$ cat src/pmicir_pkg.sv
package pmicir_pkg;
  localparam logic [7:0] ADDR_VARIANT_LOW = 8'h00;
  localparam logic [7:0] ADDR_REV_VARIANT_HIGH = 8'h01;
  localparam logic [7:0] ADDR_IRQ_FLAGS = 8'h02;
  localparam logic [7:0] ADDR_IRQ_MASKS = 8'h03;
  localparam logic [7:0] ADDR_THERMAL_LIVE = 8'h04;
  localparam logic [7:0] ADDR_SHUTDOWN_CAUSE = 8'h05;
  localparam int FAULT_BIT = 7;
  localparam int SHUTDOWN_BIT = 3;
  localparam int DIE_HOT_BIT = 0;
  localparam int CAUSE_CRIT_BIT = 0;
  localparam int CAUSE_RAIL_BIT = 1;
  localparam int CAUSE_UV_BIT = 2;
  localparam int CAUSE_COLDOFF_BIT = 3;
  localparam logic [7:0] IRQ_FLAGS_RESET = 8'h00;
  localparam logic [7:0] IRQ_MASKS_RESET = 8'hFF;
  localparam logic [7:0] IRQ_WRITABLE = 8'h89;
  localparam logic [7:0] CAUSE_WRITABLE = 8'h0F;
  localparam logic [7:0] SHUTDOWN_CAUSE_RESET = 8'h00;
  localparam logic [7:0] THERMAL_LIVE_RESET = 8'h00;
  localparam logic [1:0] CFG_VARIANT_A = 2'h0;
  localparam logic [1:0] CFG_VARIANT_B = 2'h1;
  localparam logic [1:0] CFG_VARIANT_C = 2'h2;
  localparam logic [1:0] CFG_VARIANT_D = 2'h3;
endpackage

$ cat src/pmicir_id_rom.sv
`timescale 1ns/100ps
module pmicir_id_rom #(
  parameter logic [11:0] VARIANT_CODE = 12'h5A5, // Arbitrary value.
  parameter logic [1:0] SILICON_REVISION = 2'h1, // Arbitrary value.
  parameter logic [1:0] CFG_VARIANT = pmicir_pkg::CFG_VARIANT_A
) (
  input wire logic clk, // System clock.
  input wire logic sel, // Selects which identification word.
  output logic [7:0] data // Registered identification byte.
);
  always_ff @(posedge clk) begin
    if (sel) begin
      data <= {SILICON_REVISION, CFG_VARIANT, VARIANT_CODE[11:8]};
    end else begin
      data <= VARIANT_CODE[7:0];
    end
  end
endmodule

$ cat src/pmicir_regs.sv
`timescale 1ns/100ps
// How it works
// First identification register holds the low variant code as two nibbles.
// Second holds revision 7:6, configuration variant 5:4, upper variant nibble 3:0.
// Fault flag bit 7 sets on any rail power fault or critical temperature.
// Flags stay set until the host writes one to the bit.
// Shutdown flag bit 3 sets whenever the device shuts down.
// Shutdown flag cannot clear while any shutdown-cause bit is set.
// Die-hot flag bit 0 sets on an upward crossing of the hot threshold.
// Mask bits share flag positions, one means masked, reset all ones.
// Status bit 0 shows the live die-hot level, not latched.
// Interrupt register resets to zero; reserved bits are read-only zero.
// Setting any shutdown-cause bit also sets the shutdown flag.
// Interrupt output is active while any unmasked flag is set.
module pmicir_regs #(
  parameter logic [11:0] VARIANT_CODE = 12'h5A5, // Arbitrary value.
  parameter logic [1:0] SILICON_REVISION = 2'h1, // Arbitrary value.
  parameter logic [1:0] CFG_VARIANT = pmicir_pkg::CFG_VARIANT_A
) (
  input wire logic clk, // System clock.
  input wire logic srst, // Synchronous reset, active high.
  input wire logic [7:0] regAddr, // Register address from the serial engine.
  input wire logic regWrite, // One-cycle write strobe.
  input wire logic [7:0] regWdata, // Write data.
  input wire logic regRead, // One-cycle read strobe.
  output logic [7:0] regRdata, // Read data, valid two cycles after regRead.
  output logic regRvalid, // Read data valid pulse.
  input wire logic railPowerFault, // Level: some rail has a power fault.
  input wire logic railFaultUnmasked, // Pulse: unmasked power fault shut the device down.
  input wire logic dieCritical, // Level: die above critical threshold.
  input wire logic dieHot, // Level: die above hot threshold.
  input wire logic supplyUndervoltage, // Pulse: supply fell below 5.4 V, shut down.
  input wire logic shutdownEvent, // Pulse: device shut itself down.
  output logic irqOut, // Interrupt, active high.
  output logic shutdownCausePending // Any shutdown-cause bit set.
);
  logic [7:0] irqFlags;
  logic [7:0] irqMasks;
  logic [7:0] shutdownCause;
  logic [7:0] idData;
  logic dieHotLive;
  logic dieHotPrev;
  logic dieCritPrev;
  logic railFaultPrev;
  logic idSel;
  logic [7:0] readAddr;
  logic readPend;
  logic [7:0] next_irqFlags;
  logic [7:0] next_cause;
  logic [7:0] next_irqMasks;
  logic [7:0] causeSet;

  function automatic logic hitWrite(input logic [7:0] a, input logic [7:0] target,
                                    input logic wr);
    hitWrite = wr && (a == target);
  endfunction

  pmicir_id_rom #(
    .VARIANT_CODE(VARIANT_CODE),
    .SILICON_REVISION(SILICON_REVISION),
    .CFG_VARIANT(CFG_VARIANT)
  ) idRom (
    .clk(clk),
    .sel(idSel),
    .data(idData)
  );

  assign idSel = (regAddr == pmicir_pkg::ADDR_REV_VARIANT_HIGH);

  // Edge history for the crossing detectors.
  always_ff @(posedge clk) begin
    if (srst) begin
      dieHotPrev <= 1'b0;
      dieCritPrev <= 1'b0;
      railFaultPrev <= 1'b0;
      dieHotLive <= 1'b0;
    end else begin
      dieHotPrev <= dieHot;
      dieCritPrev <= dieCritical;
      railFaultPrev <= railPowerFault;
      dieHotLive <= dieHot;
    end
  end

  always_comb begin
    causeSet = 8'h00;
    causeSet[pmicir_pkg::CAUSE_UV_BIT] = supplyUndervoltage;
    causeSet[pmicir_pkg::CAUSE_RAIL_BIT] = railFaultUnmasked;
    causeSet[pmicir_pkg::CAUSE_CRIT_BIT] = dieCritical & ~dieCritPrev;
    next_cause = shutdownCause;
    if (hitWrite(regAddr, pmicir_pkg::ADDR_SHUTDOWN_CAUSE, regWrite)) begin
      next_cause = next_cause & ~(regWdata & pmicir_pkg::CAUSE_WRITABLE);
    end
    next_cause = next_cause | causeSet;
  end

  always_ff @(posedge clk) begin
    if (srst) begin
      shutdownCause <= pmicir_pkg::SHUTDOWN_CAUSE_RESET;
    end else begin
      shutdownCause <= next_cause;
    end
  end

  always_comb begin
    next_irqFlags = irqFlags;
    if (hitWrite(regAddr, pmicir_pkg::ADDR_IRQ_FLAGS, regWrite)) begin
      next_irqFlags = next_irqFlags & ~(regWdata & pmicir_pkg::IRQ_WRITABLE);
      if (shutdownCause != 8'h00) begin
        next_irqFlags[pmicir_pkg::SHUTDOWN_BIT] = irqFlags[pmicir_pkg::SHUTDOWN_BIT];
      end
    end
    // Sets win over a simultaneous clear.
    if ((railPowerFault & ~railFaultPrev) | (dieCritical & ~dieCritPrev)) begin
      next_irqFlags[pmicir_pkg::FAULT_BIT] = 1'b1;
    end
    if (shutdownEvent | (causeSet != 8'h00)) begin
      next_irqFlags[pmicir_pkg::SHUTDOWN_BIT] = 1'b1;
    end
    if (dieHot & ~dieHotPrev) begin
      next_irqFlags[pmicir_pkg::DIE_HOT_BIT] = 1'b1;
    end
  end

  always_ff @(posedge clk) begin
    if (srst) begin
      irqFlags <= pmicir_pkg::IRQ_FLAGS_RESET;
    end else begin
      irqFlags <= next_irqFlags;
    end
  end

  always_comb begin
    next_irqMasks = irqMasks;
    if (hitWrite(regAddr, pmicir_pkg::ADDR_IRQ_MASKS, regWrite)) begin
      next_irqMasks = (regWdata & pmicir_pkg::IRQ_WRITABLE) | ~pmicir_pkg::IRQ_WRITABLE;
    end
  end

  always_ff @(posedge clk) begin
    if (srst) begin
      irqMasks <= pmicir_pkg::IRQ_MASKS_RESET;
    end else begin
      irqMasks <= next_irqMasks;
    end
  end

  always_ff @(posedge clk) begin
    if (srst) begin
      irqOut <= 1'b0;
      shutdownCausePending <= 1'b0;
    end else begin
      irqOut <= |(next_irqFlags & ~next_irqMasks);
      shutdownCausePending <= (next_cause != 8'h00);
    end
  end

  // Reads are answered two cycles later so the registered ID bytes line up with the rest.
  always_ff @(posedge clk) begin
    if (srst) begin
      readPend <= 1'b0;
      readAddr <= 8'h00;
    end else begin
      readPend <= regRead;
      readAddr <= regAddr;
    end
  end

  always_ff @(posedge clk) begin
    if (srst) begin
      regRdata <= 8'h00;
      regRvalid <= 1'b0;
    end else begin
      regRvalid <= readPend;
      if (readPend) begin
        case (readAddr)
          pmicir_pkg::ADDR_VARIANT_LOW: regRdata <= idData;
          pmicir_pkg::ADDR_REV_VARIANT_HIGH: regRdata <= idData;
          pmicir_pkg::ADDR_IRQ_FLAGS: regRdata <= irqFlags;
          pmicir_pkg::ADDR_IRQ_MASKS: regRdata <= irqMasks;
          pmicir_pkg::ADDR_THERMAL_LIVE: regRdata <= {7'h00, dieHotLive};
          pmicir_pkg::ADDR_SHUTDOWN_CAUSE: regRdata <= shutdownCause;
          default: regRdata <= 8'h00;
        endcase
      end
    end
  end

  AST_IRQ_RESET_ZERO: assert property (@(posedge clk) $past(srst) |-> irqFlags == 8'h00)
    else $error("interrupt flags not zero after reset");
  AST_MASK_RESET_ONES: assert property (@(posedge clk) $past(srst) |-> irqMasks == 8'hFF)
    else $error("masks not all ones after reset");
  AST_DIE_HOT_SETS: assert property (@(posedge clk) disable iff (srst)
    (dieHot && !dieHotPrev) |=> irqFlags[0])
    else $error("die-hot flag missed upward crossing");
  AST_FAULT_SETS: assert property (@(posedge clk) disable iff (srst)
    (dieCritical && !dieCritPrev) |=> irqFlags[7])
    else $error("fault flag missed critical crossing");
  AST_SHUTDOWN_SETS: assert property (@(posedge clk) disable iff (srst)
    shutdownEvent |=> irqFlags[3])
    else $error("shutdown flag missed shutdown event");
  AST_CAUSE_SETS_SHUTDOWN: assert property (@(posedge clk) disable iff (srst)
    supplyUndervoltage |=> irqFlags[3] && shutdownCause[2])
    else $error("cause did not set shutdown flag");
  AST_SHUTDOWN_HELD: assert property (@(posedge clk) disable iff (srst)
    (irqFlags[3] && shutdownCause != 8'h00) |=> irqFlags[3])
    else $error("shutdown flag cleared with cause pending");
  AST_FLAG_STICKY: assert property (@(posedge clk) disable iff (srst)
    (irqFlags[0] && !(regWrite && regAddr == 8'h02 && regWdata[0])) |=> irqFlags[0])
    else $error("die-hot flag dropped without clear");
  AST_IRQ_OUT: assert property (@(posedge clk) disable iff (srst)
    ##1 irqOut == |(irqFlags & ~irqMasks))
    else $error("interrupt output disagrees with flags");
  AST_RESERVED_ZERO: assert property (@(posedge clk) disable iff (srst)
    (irqFlags & 8'h76) == 8'h00)
    else $error("reserved interrupt bit set");
endmodule

$ cat config.mk
export PLATFORM = sky130hd
export DESIGN_NAME = pmicir_regs
export DESIGN_NICKNAME = d
export VERILOG_FILES = /design/src/pmicir_pkg.sv /design/src/pmicir_id_rom.sv /design/src/pmicir_regs.sv
export SDC_FILE = /design/constraint.sdc
export NUM_CORES = 1
export LEC_CHECK = 0
export BUFFER_PORTS_ARGS = -buffer_cell sky130_fd_sc_hd__buf_2
export CELL_PAD_IN_SITES_DETAIL_PLACEMENT = 1
export CELL_PAD_IN_SITES_GLOBAL_PLACEMENT = 1
export CORE_ASPECT_RATIO = 0.75
export CORE_MARGIN = 2
export CORE_UTILIZATION = 31
export CTS_BUF_LIST = sky130_fd_sc_hd__clkbuf_16
export DETAILED_ROUTE_END_ITERATION = 10
export HOLD_SLACK_MARGIN = 0.12
export MAX_ROUTING_LAYER = met4
export PLACE_DENSITY_LB_ADDON = 0.1
export SKIP_CTS_REPAIR_TIMING = 1
export SLEW_MARGIN = 0
export SYNTH_ARGS = -nofsm -noshare
export SYNTH_HDL_FRONTEND = slang
export SYNTH_SLANG_ARGS = --single-unit
$ cat constraint.sdc
create_clock -name clk -period 2.5 [get_ports clk]
set_clock_uncertainty 0.15 [all_clocks]
set_input_delay 0 -clock clk [delete_from_list [all_inputs] [get_ports clk]]
set_output_delay 0 -clock clk [all_outputs]
set_load 0.05 [all_outputs]
==> run metrics <==
warnings from Yosys=0; Port Buffers=33; Initial Utilization=33.0%; RePlAce Congestion=0.787; RSZ-0062 raised after global routing=no; die width=84.3 um; Async SR Flop Fraction=0%; DR WL/cell=14.4 um; Post-synth EDFFs=0; Startpoint Class=primary input; measured slew at the worst slew-check pin=0.655 ns; setup TNS=0 ns; share of layout cells above drive strength 1=22.0%; core area=4550 um^2; post-route ant nets=0; Seq cells post-synth=40; post-DP HPWL=2.91 mm; clock root buffer=clkbuf_16; vias in the first global route=1,275; status=finished clean; all-layer global routing usage=15.2%; Max Freq=449 MHz; Area Growth Syn to Fin=43.7%; Avg Inst Size Synth=9.61 um^2; die extent in y=64.2 um; CP required=2.48 ns; Clock Latency Late Sink=0.27 ns; largest net degree at the start of global routing=31; WS Path Type=primary input to flip-flop; number of max-cap violations=0; Via density=4.89; via count=1,368; Hold Crit Class=primary input to flip-flop; antenna violations before repair=0; CTS clk-pin slew, worst paths=0.06 ns; Tmin final=2.23 ns; # rows=21; normalized max-slew margin=55.7%; Starting DRT DRC Count=37; crit path max fanout=4; Die Area=5410 um^2; max-slew violation count=0; first-pass GRT wire length=6.08 mm; crit share post-route=89.1%; # setup viols final=0; Cell Area, Synth=1500 um^2; clock sinks=40; Peak supply drop=368 uV; synth unique cells=36; CTS tree=done; Synth Net Count=182; total CTS buffers=5; DRT Wirelength=4.03 mm; IO Count=37; nets@finish=249; hold slack=0.158 ns; dominant synthesized flop cell=dfxtp_1; Tot Pwr=0.00140 W; # DRC=0; clock buffer depth=2; Seq/Total Area, Yosys=53.4%; Worst Path Arrival=2.21 ns; P_leak=0.898 nW; Syn Inst Count=156; Finished Cell Area=2150 um^2; Post-Place Cell Area=1740 um^2; CP endpoint kind=flip-flop; Initial DRT Pass Iterations=4; ant diodes=0; pwr dens=650 nW/um^2; final hold vios=0; grt total ovfl=0; # H-tree levels=2; Fillers=538; final core utilization=47.4%
## worst paths after layout
path,start,end,slack (ns),cells after the start
max,regAddr[1],shutdownCausePending,0.27,9
min,regWrite,irqFlags[0],0.16,4
max reg2reg,readAddr[5],regRdata[6],0.40,5
min reg2reg,irqMasks[6],irqMasks[6],0.29,1
## where the power goes
group          switching, W  total [W]  internal, W
Clock              0.000227   0.000585     0.000358
Combinational     0.0000677   0.000139    0.0000709
Sequential        0.0000154   0.000675     0.000659
Total              0.000311    0.00140      0.00109
## worst max-delay path, cell delays in order
cell           delay [ns]
dlygate4sd3_1        0.53
buf_2                0.13
nand2b_1             0.14
nor4_1               0.28
buf_4                0.20
nand2_1              0.05
a21oi_1              0.15
dlygate4sd3_1        0.60
a41oi_1              0.11
## state kept, by name (all words and copies together) (netlist names)
signal and flops:
irqMasks 8, readAddr 8, regRdata 8, shutdownCause 4, irqFlags 3, idRom.data 2, dieCritPrev 1, dieHotPrev 1
irqOut 1, railFaultPrev 1, readPend 1, regRvalid 1, shutdownCausePending 1
## layer usage
layer	vias up	wire, um	global-route usage, %
met5	-	0	-
met4	0	21	5.44
met3	2	190	4.52
met2	32	1920	22.9
met1	646	1900	19.3
li1	688	-	-
## synthesized netlist by cell type (2+ instances only)
cell	number	area, um^2
or4_4	2	22.5
or4_1	2	15.0
a221oi_1	2	17.5
nand2b_1	10	62.6
nor4_1	3	18.8
mux2i_1	2	20.0
dfxtp_1	40	801
nor2_1	13	48.8
clkbuf_1	3	11.3
a222oi_1	2	20.0
nor2b_1	13	81.3
mux2_2	2	22.5
nand2_1	17	63.8
nand3_1	4	20.0
a21oi_1	10	50.1
inv_1	5	18.8
o31ai_1	2	15.0
nor3_1	2	10.0
a22oi_1	3	22.5
or3_1	3	18.8
## logic make-up (layout without fill, tap and decap cells)
kind of cell / Yosys count / in the layout / synth area share [%]
simple gates: 74 / 74 / 27.5
buf+inv: 9 / 76 / 2.25
flops: 40 / 40 / 53.4
compound gates: 29 / 29 / 14.0
mux: 4 / 4 / 2.84
## through the flow
| step | std cells | setup WS [ns] |
|---|---|---|
| 4_1_cts | 252 | 0.390 |
| 3_5_place_dp | 245 | 0.400 |
| 6_report | 280 | 0.273 |
| 3_3_place_gp | 245 | 0.460 |
| 5_1_grt | 280 | 0.0959 |
| 2_1_floorplan | 156 | 0.611 |
## area by class of cell
cell class                      instances  area (um^2)  area share [%]
Multi-Input combinational cell        107          664            30.9
Timing Repair Buffer                   63          460            21.4
Inverter                                6         22.5            1.05
Sequential cell                        40          801            37.2
Tap cell                               57         71.3            3.31
Clock inverter                          2         8.76           0.407
Clock buffer                            5          125            5.81
## cell usage in the layout, fill, tap and decap left out, drive strengths merged, types with 2 or more instances in the layout
master,Yosys,routed
nor3,2,2
mux2i,2,2
o31ai,2,2
buf,0,35
mux2,2,2
a221oi,2,2
or4,4,4
a222oi,2,2
nor2,13,13
nand2,17,17
a22oi,3,3
nand2b,10,10
nor2b,13,13
or3,4,4
nand3,4,4
dlygate4sd3,0,28
inv,5,6
clkinv,1,2
clkbuf,3,5
dfxtp,40,40
a21oi,11,11
nor4,3,3
Note: power is estimated with default switching activity, not from simulation.
